File: src/scp_pkg.sv
package scp_pkg;

  // ----------------------------------------------------------------------
  // Frame geometry
  // ----------------------------------------------------------------------
  localparam logic [4:0] BIT_CNT_FULL  = 5'h10;
  localparam logic [4:0] BIT_CNT_MAX   = 5'h1f;
  localparam logic [4:0] HDR_BITS      = 5'h07;
  localparam logic [3:0] BIT_IDX_FIRST = 4'hf;

  // ----------------------------------------------------------------------
  // Field layout and reset values
  // ----------------------------------------------------------------------
  localparam int unsigned DATA_W       = 8;
  localparam int unsigned CFG_DEPTH    = 8;
  localparam int unsigned SPI_FAIL_BIT = 4;
  localparam logic [7:0]  CFG_ONES_SEL = 8'h07;
  localparam logic [3:0]  PIN_RST      = 4'h4;

  typedef enum logic [2:0] {
    MODE_INIT     = 3'b000,
    MODE_RESTART  = 3'b001,
    MODE_FLASH    = 3'b010,
    MODE_NORMAL   = 3'b011,
    MODE_SLEEP    = 3'b100,
    MODE_STOP     = 3'b101,
    MODE_FAILSAFE = 3'b110,
    MODE_READ     = 3'b111
  } scp_mode_e;

  typedef enum logic [2:0] {
    CS_WAKE_IRQ     = 3'b000,
    CS_DEV_FAIL_IRQ = 3'b001,
    CS_COM_FAIL_IRQ = 3'b010,
    CS_RESERVED     = 3'b011,
    CS_DEV_CFG      = 3'b100,
    CS_COM_SETUP    = 3'b101,
    CS_WD_CFG       = 3'b110,
    CS_LIMP_DIAG    = 3'b111
  } scp_cs_e;

  typedef struct packed {
    logic              watchdog_toggle_bit;
    scp_mode_e         mode_select_field;
    scp_cs_e           config_select_field;
    logic              spare;
    logic [DATA_W-1:0] data;
  } scp_cmd_s;

  typedef struct packed {
    logic              frame_fault_flag;
    logic              wake_state;
    scp_mode_e         mode_select_field;
    scp_cs_e           config_select_field;
    logic [DATA_W-1:0] data;
  } scp_rsp_s;

  typedef logic [2:0][DATA_W-1:0] scp_stat_t;

endpackage : scp_pkg

File: src/scp_cfg_mem.sv
`timescale 1ns/1ps
module scp_cfg_mem #(
  parameter int               W     = 8,
  parameter int               DEPTH = 8,
  parameter logic [DEPTH-1:0] ONES  = '0
) (
  input  wire logic                     i_mclk,
  input  wire logic                     i_resetn,
  input  wire logic                     i_we,
  input  wire logic [$clog2(DEPTH)-1:0] i_waddr,
  input  wire logic [W-1:0]             i_wdata,
  input  wire logic [$clog2(DEPTH)-1:0] i_raddr,
  output logic      [W-1:0]             o_rdata
);

  logic [W-1:0] mem_r [DEPTH];

  if (W < 1 || DEPTH < 2) begin : g_bad_size
    $error("scp_cfg_mem needs a width of one and a depth of two or more");
  end

  // ----------------------------------------------------------------------
  // Storage with per-word reset value
  // ----------------------------------------------------------------------
  always_ff @(posedge i_mclk or negedge i_resetn) begin
    if (!i_resetn) begin
      for (int i = 0; i < DEPTH; i++) begin
        mem_r[i] <= ONES[i] ? '1 : '0;
      end
    end else if (i_we) begin
      mem_r[i_waddr] <= i_wdata;
    end
  end

  always_ff @(posedge i_mclk or negedge i_resetn) begin
    if (!i_resetn) begin
      o_rdata <= '0;
    end else begin
      o_rdata <= mem_r[i_raddr];
    end
  end

endmodule : scp_cfg_mem

File: src/scp_cmd_port.sv
`timescale 1ns/1ps
// How it works
// RULE1: One 16-bit word each way per frame.
// RULE2: Host frames transfers with chip select low.
// RULE3: Valid word is adopted on select release.
// RULE4: Output released when chip select returns high.
// RULE5: Input bit sampled on serial clock fall.
// RULE6: Next output bit after serial clock rise.
// RULE7: Count clock edges; drop mismatched frames.
// RULE8: Fault flag leads next frame's first bit.
// RULE9: No daisy chain; output only from register.
// RULE10: Ignore bad length, zero mode, forbidden transitions.
// RULE11: Corruption sets error bit and interrupt.
// RULE12: After corruption, repeat previous output data.
// RULE13: Host toggles watchdog bit between frames.
// RULE14: Wake state bit mirrors wake pin level. The code repeats the old wake state bit in a frame after a corrupted one.
// RULE15: Restart request only from software flash mode.
// RULE16: Decode flash, normal, sleep, stop requests.
// RULE17: Fail-safe request only in development mode.
// RULE18: Code 111 reads selected register, writes nothing.
// RULE19: Output mode field reports current mode.
// RULE20: Decode the eight configuration selects.
// RULE21: Restart and init entered automatically only. The code also accepts a restart request by SPI from software flash mode.
// RULE22: Reading the register releases the interrupt.
// RULE23: All interrupt sources enabled after reset.
// RULE24: Discarded frame changes no configuration or mode.
module scp_cmd_port (
  input  wire logic                 i_mclk,
  input  wire logic                 i_resetn,
  input  wire logic                 i_chip_select_n,
  input  wire logic                 i_serial_clk,
  input  wire logic                 i_serial_in,
  output logic                      o_serial_out,
  output logic                      o_serial_out_oe,
  input  wire logic                 i_wake_input,
  input  wire logic                 i_sw_dev_mode,
  input  wire logic                 i_auto_mode_vld,
  input  wire scp_pkg::scp_mode_e   i_auto_mode,
  input  wire scp_pkg::scp_stat_t   i_event_status,
  output logic                      o_cmd_vld,
  output logic                      o_cfg_wr,
  output scp_pkg::scp_cmd_s         o_cmd,
  output logic                      o_watchdog_toggle_bit,
  output scp_pkg::scp_mode_e        o_mode,
  output scp_pkg::scp_cs_e          o_cfg_sel,
  output logic                      o_cmd_err,
  output logic                      o_cmd_err_irq
);
  import scp_pkg::*;

  typedef enum logic {
    FR_IDLE  = 1'b0,
    FR_SHIFT = 1'b1
  } scp_frame_e;

  // ----------------------------------------------------------------------
  // Pin synchronisers
  // ----------------------------------------------------------------------
  logic [3:0] pins_s;
  logic       sclk_s;
  logic       csn_s;
  logic       sdi_s;
  logic       wake_s;

  scp_sync #(
    .W   (4),
    .RST (PIN_RST)
  ) u_sync (
    .i_mclk   (i_mclk),
    .i_resetn (i_resetn),
    .i_async  ({i_serial_clk, i_chip_select_n, i_serial_in, i_wake_input}),
    .o_sync   (pins_s)
  );

  assign sclk_s = pins_s[3];
  assign csn_s  = pins_s[2];
  assign sdi_s  = pins_s[1];
  assign wake_s = pins_s[0];

  // ----------------------------------------------------------------------
  // State
  // ----------------------------------------------------------------------
  scp_frame_e  frame_r;
  logic        sclk_d_r;
  logic        csn_d_r;
  logic [4:0]  fall_cnt_r;
  logic [3:0]  bit_idx_r;
  logic [15:0] in_shift_r;
  scp_rsp_s    out_word_r;
  scp_rsp_s    last_out_r;
  logic        out_bit_r;
  logic        repeat_r;
  logic        fault_r;
  logic        ro_r;
  scp_cs_e     ro_cs_r;
  scp_cs_e     rd_cs_q_r;
  scp_mode_e   mode_r;
  scp_cs_e     cs_sel_r;
  scp_cmd_s    cmd_r;
  logic        cmd_vld_r;
  logic        cfg_wr_r;
  logic        wd_r;
  logic        cmd_err_r;
  logic        fail_en_r;
  logic        irq_r;

  // ----------------------------------------------------------------------
  // Edge and frame decode
  // ----------------------------------------------------------------------
  logic       sclk_rise;
  logic       sclk_fall;
  logic       cs_fall;
  logic       cs_rise;
  logic       in_frame;
  logic       frame_end;
  scp_cmd_s   rx_cmd;
  logic       len_ok;
  logic       req_ok;
  logic       accept;
  logic       corrupt;
  logic       is_read;
  logic       cfg_write;
  logic       err_read;
  logic       hdr_read;
  logic [3:0] nxt_idx;

  assign sclk_rise = sclk_s & ~sclk_d_r;
  assign sclk_fall = ~sclk_s & sclk_d_r;
  assign cs_fall   = ~csn_s & csn_d_r;                             // [RULE2]
  assign cs_rise   = csn_s & ~csn_d_r;
  assign in_frame  = (frame_r == FR_SHIFT);
  assign frame_end = in_frame & cs_rise;
  assign rx_cmd    = scp_cmd_s'(in_shift_r);
  assign nxt_idx   = bit_idx_r - 4'h1;

  // Anything but exactly sixteen falling edges is a length error.
  assign len_ok = (fall_cnt_r == BIT_CNT_FULL);                     // [RULE7] [RULE1]

  // Transition filter. Stop may not jump straight into software flash.
  function automatic logic mode_allowed(input scp_mode_e cur,
                                        input scp_mode_e req,
                                        input logic      dev);
    logic ok;
    ok = 1'b1;
    case (req)
      MODE_INIT:     ok = 1'b0;                                      // [RULE10] [RULE21]
      MODE_RESTART:  ok = (cur == MODE_FLASH);                       // [RULE15]
      MODE_FLASH:    ok = (cur != MODE_STOP);                        // [RULE16]
      MODE_FAILSAFE: ok = dev;                                       // [RULE17]
      default:       ok = 1'b1;                                      // [RULE16] [RULE18]
    endcase
    return ok;
  endfunction : mode_allowed

  assign req_ok    = mode_allowed(mode_r, rx_cmd.mode_select_field, i_sw_dev_mode);
  assign accept    = frame_end & len_ok & req_ok;                   // [RULE3] [RULE10]
  assign corrupt   = frame_end & ~accept;                           // [RULE11]
  assign is_read   = (rx_cmd.mode_select_field == MODE_READ);
  // A read access and the reserved select store nothing.
  assign cfg_write = accept & ~is_read &                            // [RULE18] [RULE24]
                     (rx_cmd.config_select_field != CS_RESERVED);   // [RULE20]
  assign err_read  = accept & is_read &
                     (rx_cmd.config_select_field == CS_DEV_FAIL_IRQ);
  // Mode and select are known once the first seven bits are in.
  assign hdr_read  = in_frame & (fall_cnt_r == HDR_BITS) &
                     (in_shift_r[5:3] == MODE_READ);                // [RULE18]

  // ----------------------------------------------------------------------
  // Configuration store and read selection
  // ----------------------------------------------------------------------
  scp_cs_e           rd_addr;
  logic [DATA_W-1:0] mem_rd;
  logic [DATA_W-1:0] fail_stat;
  logic [DATA_W-1:0] sel_data;
  scp_rsp_s          fresh_word;
  scp_rsp_s          word_nxt;

  assign rd_addr = ro_r ? ro_cs_r : cs_sel_r;

  scp_cfg_mem #(
    .W     (DATA_W),
    .DEPTH (CFG_DEPTH),
    .ONES  (CFG_ONES_SEL)
  ) u_cfg_mem (
    .i_mclk   (i_mclk),
    .i_resetn (i_resetn),
    .i_we     (cfg_write),
    .i_waddr  (rx_cmd.config_select_field),
    .i_wdata  (rx_cmd.data),
    .i_raddr  (rd_addr),
    .o_rdata  (mem_rd)
  );

  assign fail_stat = i_event_status[1] | (DATA_W'(cmd_err_r) << SPI_FAIL_BIT);

  // Interrupt selects return event status, the reserved select zero, the others the stored setting.
  assign sel_data =
    (rd_cs_q_r == CS_WAKE_IRQ)     ? i_event_status[0] :            // [RULE20]
    (rd_cs_q_r == CS_DEV_FAIL_IRQ) ? fail_stat :
    (rd_cs_q_r == CS_COM_FAIL_IRQ) ? i_event_status[2] :
    (rd_cs_q_r == CS_RESERVED)     ? '0 : mem_rd;

  assign fresh_word = '{frame_fault_flag:    1'b0,
                        wake_state:          wake_s,                // [RULE14]
                        mode_select_field:   mode_r,                // [RULE19]
                        config_select_field: cs_sel_r,
                        data:                sel_data};
  // A corrupted frame makes the next one repeat the last word.
  assign word_nxt = repeat_r ? {fault_r, last_out_r[14:0]}          // [RULE12] [RULE8]
                             : fresh_word;

  // ----------------------------------------------------------------------
  // Frame tracking and shifting
  // ----------------------------------------------------------------------
  always_ff @(posedge i_mclk or negedge i_resetn) begin
    if (!i_resetn) begin
      sclk_d_r <= 1'b0;
      csn_d_r  <= 1'b1;
      frame_r  <= FR_IDLE;
    end else begin
      sclk_d_r <= sclk_s;
      csn_d_r  <= csn_s;
      case (frame_r)
        FR_IDLE:  frame_r <= cs_fall ? FR_SHIFT : FR_IDLE;
        FR_SHIFT: frame_r <= cs_rise ? FR_IDLE : FR_SHIFT;
        default:  frame_r <= FR_IDLE;
      endcase
    end
  end

  always_ff @(posedge i_mclk or negedge i_resetn) begin
    if (!i_resetn) begin
      fall_cnt_r <= '0;
      in_shift_r <= '0;
    end else if (cs_fall) begin
      fall_cnt_r <= '0;
    end else if (in_frame && sclk_fall) begin
      in_shift_r <= {in_shift_r[14:0], sdi_s};                      // [RULE5]
      if (fall_cnt_r != BIT_CNT_MAX) begin
        fall_cnt_r <= fall_cnt_r + 5'h1;                            // [RULE7]
      end
    end
  end

  // The output bit comes only from the response register.
  always_ff @(posedge i_mclk or negedge i_resetn) begin
    if (!i_resetn) begin
      bit_idx_r <= BIT_IDX_FIRST;
      out_bit_r <= 1'b0;
    end else if (cs_fall) begin
      bit_idx_r <= BIT_IDX_FIRST;
      out_bit_r <= word_nxt[BIT_IDX_FIRST];                         // [RULE8] [RULE9]
    end else if (in_frame && sclk_rise) begin
      bit_idx_r <= nxt_idx;
      out_bit_r <= out_word_r[nxt_idx];                             // [RULE6]
    end
  end

  // A read access patches the data bits in flight, well before they leave.
  always_ff @(posedge i_mclk or negedge i_resetn) begin
    if (!i_resetn) begin
      out_word_r <= '0;
    end else if (cs_fall) begin
      out_word_r <= word_nxt;                                       // [RULE1]
    end else if (ro_r && in_frame && rd_cs_q_r == ro_cs_r) begin
      out_word_r.data <= sel_data;                                  // [RULE18]
    end
  end

  always_ff @(posedge i_mclk or negedge i_resetn) begin
    if (!i_resetn) begin
      ro_r      <= 1'b0;
      ro_cs_r   <= CS_WAKE_IRQ;
      rd_cs_q_r <= CS_WAKE_IRQ;
    end else begin
      rd_cs_q_r <= rd_addr;
      if (cs_fall) begin
        ro_r <= 1'b0;
      end else if (hdr_read) begin
        ro_r    <= 1'b1;
        ro_cs_r <= scp_cs_e'(in_shift_r[2:0]);
      end
    end
  end

  always_ff @(posedge i_mclk or negedge i_resetn) begin
    if (!i_resetn) begin
      last_out_r <= '0;
      repeat_r   <= 1'b0;
      fault_r    <= 1'b0;
    end else if (frame_end) begin
      last_out_r <= out_word_r;
      repeat_r   <= ~accept;                                        // [RULE12]
      fault_r    <= ~len_ok;                                        // [RULE8]
    end
  end

  // ----------------------------------------------------------------------
  // Command application
  // ----------------------------------------------------------------------
  always_ff @(posedge i_mclk or negedge i_resetn) begin
    if (!i_resetn) begin
      mode_r <= MODE_INIT;
    end else if (i_auto_mode_vld) begin
      mode_r <= i_auto_mode;                                        // [RULE21]
    end else if (accept && !is_read) begin
      mode_r <= rx_cmd.mode_select_field;                           // [RULE3] [RULE24]
    end
  end

  always_ff @(posedge i_mclk or negedge i_resetn) begin
    if (!i_resetn) begin
      cs_sel_r  <= CS_WAKE_IRQ;
      cmd_r     <= '0;
      cmd_vld_r <= 1'b0;
      cfg_wr_r  <= 1'b0;
      wd_r      <= 1'b0;
    end else begin
      cmd_vld_r <= accept;
      cfg_wr_r  <= cfg_write;
      if (accept) begin
        cs_sel_r <= rx_cmd.config_select_field;
        cmd_r    <= rx_cmd;                                         // [RULE3]
        wd_r     <= rx_cmd.watchdog_toggle_bit;                     // [RULE13]
      end
    end
  end

  // ----------------------------------------------------------------------
  // Command error flag and its interrupt
  // ----------------------------------------------------------------------
  always_ff @(posedge i_mclk or negedge i_resetn) begin
    if (!i_resetn) begin
      cmd_err_r <= 1'b0;
      fail_en_r <= 1'b1;                                            // [RULE23]
      irq_r     <= 1'b0;
    end else begin
      // A new corruption beats a read that clears in the same cycle.
      if (corrupt) begin
        cmd_err_r <= 1'b1;                                          // [RULE11]
      end else if (err_read) begin
        cmd_err_r <= 1'b0;                                          // [RULE22]
      end
      if (cfg_write && rx_cmd.config_select_field == CS_DEV_FAIL_IRQ) begin
        fail_en_r <= rx_cmd.data[SPI_FAIL_BIT];
      end
      irq_r <= (cmd_err_r | corrupt) & ~(err_read & ~corrupt) & fail_en_r; // [RULE11]
    end
  end

  assign o_serial_out          = out_bit_r;
  assign o_serial_out_oe       = in_frame;                          // [RULE4]
  assign o_cmd_vld             = cmd_vld_r;
  assign o_cfg_wr              = cfg_wr_r;
  assign o_cmd                 = cmd_r;
  assign o_watchdog_toggle_bit = wd_r;
  assign o_mode                = mode_r;
  assign o_cfg_sel             = cs_sel_r;
  assign o_cmd_err             = cmd_err_r;
  assign o_cmd_err_irq         = irq_r;
endmodule : scp_cmd_port

File: src/scp_sync.sv
`timescale 1ns/1ps
module scp_sync #(
  parameter int         W   = 1,
  parameter logic [W-1:0] RST = '0
) (
  input  wire logic         i_mclk,
  input  wire logic         i_resetn,
  input  wire logic [W-1:0] i_async,
  output logic      [W-1:0] o_sync
);

  logic [W-1:0] meta_r;

  if (W < 1) begin : g_bad_width
    $error("scp_sync needs a width of at least one");
  end

  // The first stage feeds only the second stage.
  always_ff @(posedge i_mclk or negedge i_resetn) begin
    if (!i_resetn) begin
      meta_r <= RST;
      o_sync <= RST;
    end else begin
      meta_r <= i_async;
      o_sync <= meta_r;
    end
  end

endmodule : scp_sync

File: config.mk
export PLATFORM = sky130hd
export DESIGN_NAME = scp_cmd_port
export DESIGN_NICKNAME = d
export VERILOG_FILES = /design/src/scp_pkg.sv /design/src/scp_cfg_mem.sv /design/src/scp_cmd_port.sv /design/src/scp_sync.sv
export SDC_FILE = /design/constraint.sdc
export NUM_CORES = 1
export LEC_CHECK = 0
export BUFFER_PORTS_ARGS = -buffer_cell sky130_fd_sc_hd__buf_2
export CAP_MARGIN = 20
export CORE_MARGIN = 8
export CORE_UTILIZATION = 60
export DETAILED_ROUTE_END_ITERATION = 10
export PLACE_DENSITY = 0.8
export RECOVER_POWER = 50
export SLEW_MARGIN = 20
export SYNTH_ARGS = -nofsm -noshare
export SYNTH_HDL_FRONTEND = slang
export SYNTH_HIERARCHICAL = 1
export SYNTH_SLANG_ARGS = --single-unit
File: constraint.sdc
create_clock -name i_mclk -period 3.18 [get_ports i_mclk]
set_input_delay 0.477 -clock i_mclk [delete_from_list [all_inputs] [get_ports i_mclk]]
set_output_delay 0.477 -clock i_mclk [all_outputs]
set_load 0.05 [all_outputs]
### Yosys cells after proc, flatten, opt, wreduce, memory -nomap -nowiden

Index checks and enable logic that the tools add are counted.

* $add $sub $neg: 2
* magnitude comparators: 4
* eq/ne operators: 16
* mux-type cells: 33
* bitwise gates (word level): 32
* reduce and logical (&&, ||, !) cells: 20

Operators with widths (number)
* 2-to-1 mux 8 bit: 9
* bitwise mux 64 bit: 1
* binary-select mux 8 bit (select 3 bit): 1
* demux 8 bit (select 3 bit): 1
* AND 1 bit: 17
* 2-to-1 mux 16 bit: 1
* 2-to-1 mux 5 bit: 3
* nonzero test 2 bit: 7
* equality test 3 x 2 -> 1 bit, second input constant: 4
* NOT 1 bit: 11
* equality test 3 x 1 -> 1 bit, second input constant: 3
* equality test 3 bit, second input constant: 3
* 2-to-1 mux 1 bit: 9
* 2-to-1 mux 3 bit: 3
* greater-or-equal comparator 4 bit, second input constant: 2
* 2-to-1 mux 4 bit: 2
* NOT 3 -> 4 bit: 2
* bitwise OR 8 x 5 -> 8 bit: 1
* logical AND 1 bit: 7
* zero test 3 bit: 2
* AND reduction 2 bit: 3
* adder 5 x 1 -> 5 bit, second input constant: 1
* equality test 5 x 3 -> 1 bit, second input constant: 1
* equality test 5 bit, second input constant: 1
* other kinds (12): 12

* register bits: 173
* input bits: 35

### Longest topological paths before layout

* depth after elaboration: 12
* depth in mapped cells: 10

### By module

The synthesis kept the hierarchy.

Modules (own cells, without submodules)
* scp_cmd_port: times used 1, cells an instance 398, area each 4352.9 µm²
* scp_cfg_mem: times used 1, cells an instance 180, area each 3223.1 µm²
* scp_sync: times used 1, cells an instance 8, area each 202.7 µm²

### Worst setup path after synthesis

Ideal clock, no wire load.

* kind: register to register
* from: reg frame_r (netlist: o_serial_out_oe)
* to: reg u_cfg_mem/mem_r[24] (netlist name)
* setup time: 125 ps
* arrival: 2743 ps
* path slack: 312 ps
* stages on the path, launching flop included: 11
* path through: dfrtp_1 -> buf_2 -> and3b_1 -> buf_2 -> and2_1 -> nand2_1 -> a311oi_1 -> clkbuf_1 -> nor4bb_1 -> buf_2 -> mux2_2

* longest elaborated chain between the ends: 5

RTL lines
* start: declaration: RTL line scp_cmd_port.sv:83 `scp_frame_e frame_r;`
* start signal: assignment: RTL line scp_cmd_port.sv:224 `FR_IDLE: frame_r <= cs_fall ? FR_SHIFT : FR_IDLE;`
* start signal: assignment: RTL line scp_cmd_port.sv:225 `FR_SHIFT: frame_r <= cs_rise ? FR_IDLE : FR_SHIFT;`
* AND 1 bit: RTL line scp_cmd_port.sv:132 `assign frame_end = in_frame & cs_rise;`
* AND 1 bit (2 in a row): RTL line scp_cmd_port.sv:156 `assign accept = frame_end & len_ok & req_ok;`
* AND 1 bit (2 in a row): RTL line scp_cmd_port.sv:160 `assign cfg_write = accept & ~is_read &`
* via cfg_write: RTL line scp_cmd_port.sv:122 `logic cfg_write;`
* end signal: indexed assignment: RTL line scp_cfg_mem.sv:28 `mem_r[i] <= ONES[i] ? '1 : '0;`
* end signal: indexed assignment: RTL line scp_cfg_mem.sv:31 `mem_r[i_waddr] <= i_wdata;`
* end: declaration: RTL line scp_cfg_mem.sv:16 `logic [W-1:0] mem_r [DEPTH];`

The timed path passes the listed nets, and every way through them passes these cells.
A chain may end at the register's enable or synchronous reset.

### Final worst setup path

* from: reg fall_cnt_r[0]
* to: reg u_cfg_mem/mem_r[61] (netlist name)

* longest elaborated chain between the ends: 5

RTL lines
* start: declaration: RTL line scp_cmd_port.sv:86 `logic [4:0] fall_cnt_r;`
* start signal: assignment: RTL line scp_cmd_port.sv:240 `fall_cnt_r <= fall_cnt_r + 5'h1;`
* equality test 5 bit: RTL line scp_cmd_port.sv:137 `assign len_ok = (fall_cnt_r == BIT_CNT_FULL);`
* AND 1 bit (2 in a row): RTL line scp_cmd_port.sv:156
* AND 1 bit (2 in a row): RTL line scp_cmd_port.sv:160
* via cfg_write: RTL line scp_cmd_port.sv:122

The timed path passes the listed nets, and every way through them passes these cells.

==> metrics <==
internal power about 3800 uW; Row Count a little over 40; synth cell count leaders 141 x dfrtp_1, 116 x mux2_2, 67 x nand2_1, 32 x dfstp_2, 29 x nor2_1; crit path max fanout 9; RSZ-0062 raised after global routing false; final count of hold timing violations 0; Final period util between 90 and 100%; worst hold slack 0.151 ns; total negative slack 0 ns; total gr overflow 0; Logic pwr share 8.7%; post-synth top area cell dfrtp_1; WL/cell 19.8 um; Synth Area per Inst about 13 um^2; Total GRT Usage approximately 21%; htree depth 4; Crit Path Class flop to flop; Data arrival, critical path about 3.3 ns; largest net degree at the start of global routing between 90 and 100; area of the mapped netlist roughly 8000 um^2; Die Wd 130 um; most common cell in the netlist dfrtp_1; vias 4,914; cell count of the worst reg-to-reg path 9; power consumption 5110 uW; syn nets approximately 630; Starting DRT DRC Count 446; max-slew violation count between 90 and 100; outcome finished with violations; CTS Buf Count 17; antenna violations before repair 1; final worst slack about 0.27 ns; r2r startpoint fall_cnt_r[0]; Fmax roughly 340 MHz; Post-CTS Resized 0; DR vias/cell ~6; Power per Cell Area a little under 600 nW/um^2; Post-synth ARST share between 90% and 100%; CORE AREA 12,600 um^2; top cell type's share of synthesized area approximately 45%; startpoint types flop; vias in the first global route ~5.2k; Hold Crit Class input pin to flop; Crit path required time about 3.5 ns; worst slack, placed around 0.34 ns; top post-synthesis cells by area dfrtp_1 45%, mux2_2 17%, dfstp_2 11%; Hold Crit Start i_chip_select_n; Yosys cell types 49; Final #Nets 686; first-pass GRT wire length about 27 mm; routability-driven placement congestion ratio slightly below 0.9; CTS tree yes; DP Wirelength 11.2 mm; worst hold endpoint u_sync/meta_r[2]; Clock power frac a little under 40%; die area between 15,000 and 20,000 um^2; Antenna diodes 0; Initial Utilization between 60% and 70%; postcts setup bufs 0; P&R area growth vs syn 12.9%; Syn. warnings 6; # fillers between 800 and 900; failing checks max-capacitance violations, max-slew violations; clock slew at reported path FFs ~0.060 ns; Tightest Pin Transition 2.16 ns; DR DRC count 0; Max Cap Violations 1; Switching Fraction a little over a quarter; Post-CTS Hold Buffers 0; Lkg Pwr about 0.0043 uW; Critical Path Sink Type flop; sequential share of the synthesized area 56.2%; worst hold stages 1; I/O pin count 64; max_slew headroom -44.1%; min cycle time layout just under 3 ns; Sink Count about 170; Syn Inst Count 586; CP Cell Sequence inv_1 -> ha_1 -> nor4bb_1 -> and2_1 -> nand2_1 -> a311oi_1 -> buf_4 -> nor4b_4 -> mux2_2; FF-to-FF setup slack approximately 0.27 ns; fin util between 60 and 70%; port bufs 63; Final Setup Violations 0; drt first pass iters 7; maximum clock path buffer count 2; clk_lat worst skew 0.43 ns; Synth Register Bits 173; Worst Clk Skew 0.00726 ns; slowest CP cell nor4b_4; root buf cell clkbuf_16; Peak VDD IR 0.659 mV; WL final about 17 mm; net switching power figure 1360 uW; FF-to-FF End u_cfg_mem/mem_r[61]; Crit path largest cell delay 0.54 ns; layout cells sized above 1 39.4%; Post-synth top flop dfrtp_1; Reg power frac between 50% and 60%; die height 130 um; Post-DRT Antenna Nets 0; number of synthesized flops with an enable pin 0
## cell usage in the layout, fill, tap and decap left out, types with 7 or more instances in the layout
cell | netlist | final
clkinvlp_4 | 0 | 7
dfrtp_1 | 141 | 141
nor3_1 | 8 | 8
o21ai_0 | 8 | 8
nor2_1 | 29 | 29
nor2b_1 | 10 | 10
mux4_1 | 15 | 15
buf_2 | 12 | 62
a221oi_1 | 7 | 7
clkbuf_16 | 0 | 17
a21oi_1 | 24 | 24
nand2_1 | 67 | 67
buf_4 | 4 | 10
mux2i_1 | 11 | 11
mux2_2 | 116 | 113
inv_1 | 11 | 11
dfstp_2 | 32 | 31
## flip-flops by register name, indices dropped and copies added (netlist names), 3 cells and up
register,flops
bit_idx_r,4
fall_cnt_r,5
in_shift_r,16
last_out_r,15
o_cmd,15
o_mode,3
out_word_r,16
rd_cs_q_r,3
ro_cs_r,3
u_cfg_mem/mem_r,64
u_cfg_mem/o_rdata,8
u_sync/meta_r,4
u_sync/o_sync,4
## worst max path at each step
stage	startpoint	end	slack, ns	depth (start not counted)
after CTS	fall_cnt_r[0]	u_cfg_mem/mem_r[24]	0.31	10
after detailed placement	fall_cnt_r[0]	u_cfg_mem/mem_r[61]	0.34	9
after floorplan	o_serial_out_oe	u_cfg_mem/mem_r[24]	0.31	10
after global routing	fall_cnt_r[0]	u_cfg_mem/mem_r[24]	0.04	10
after global placement	fall_cnt_r[0]	u_cfg_mem/mem_r[30]	0.50	10
final	fall_cnt_r[0]	u_cfg_mem/mem_r[61]	0.27	9
## power groups by stage
stage                     Sequential, uW  Combinational, uW  Clock, uW
final                               2630                447       2030
after global routing                2650                494       2150
after CTS                           2630                456       2070
after detailed placement            2660                451          0
after global placement              2650                425          0
after floorplan                     2560                297          0
## area by class of cell
cell class / instances / area (um^2) / area share [%]
Clock inverter: 13 / 140 / 1.60
Timing Repair Buffer: 78 / 412 / 4.69
Tap cell: 172 / 215 / 2.45
Multi-Input combinational cell: 366 / 3160 / 36.0
Clock buffer: 19 / 443 / 5.04
Inverter: 11 / 41.3 / 0.470
Sequential cell: 173 / 4370 / 49.8
## worst max-delay path: cells and delay by family (launching register included)
family,cells,cell delay (ns)
flops,1,0.42
compound gates,1,0.24
mux,1,0.41
buf+inv,2,0.29
fa+ha+maj,1,0.14
simple gates,4,1.32
## routing by layer
layer | vias to the layer above | wire length [um] | GRT usage, % | part of all wire [%]
met5 | - | 10 | 0 | 0.061
met4 | 2 | 304 | 7.38 | 1.8
met3 | 33 | 833 | 5.88 | 5.0
met2 | 136 | 8410 | 35.6 | 51
met1 | 2522 | 6950 | 24.5 | 42
li1 | 2221 | - | - | -
## per-stage QoR
| step | cells | cell area (um^2) |
|---|---|---|
| 5_1_grt | 832 | 8780 |
| 3_5_place_dp | 800 | 8220 |
| 2_1_floorplan | 586 | 7780 |
| 6_report | 832 | 8780 |
| 3_3_place_gp | 800 | 8220 |
| 4_1_cts | 832 | 8800 |
## kinds of logic after synthesis
logic type	share of synthesized area, %
DFF	56.2
xor gates and xnor gates	1.24
and+or+nand+nor	9.51
muxes	24.7
AOI/OAI and AO/OA	4.52
adders and majority gates	0.643
buffers and inverters	3.20
Power figures use the tool's default switching activity.
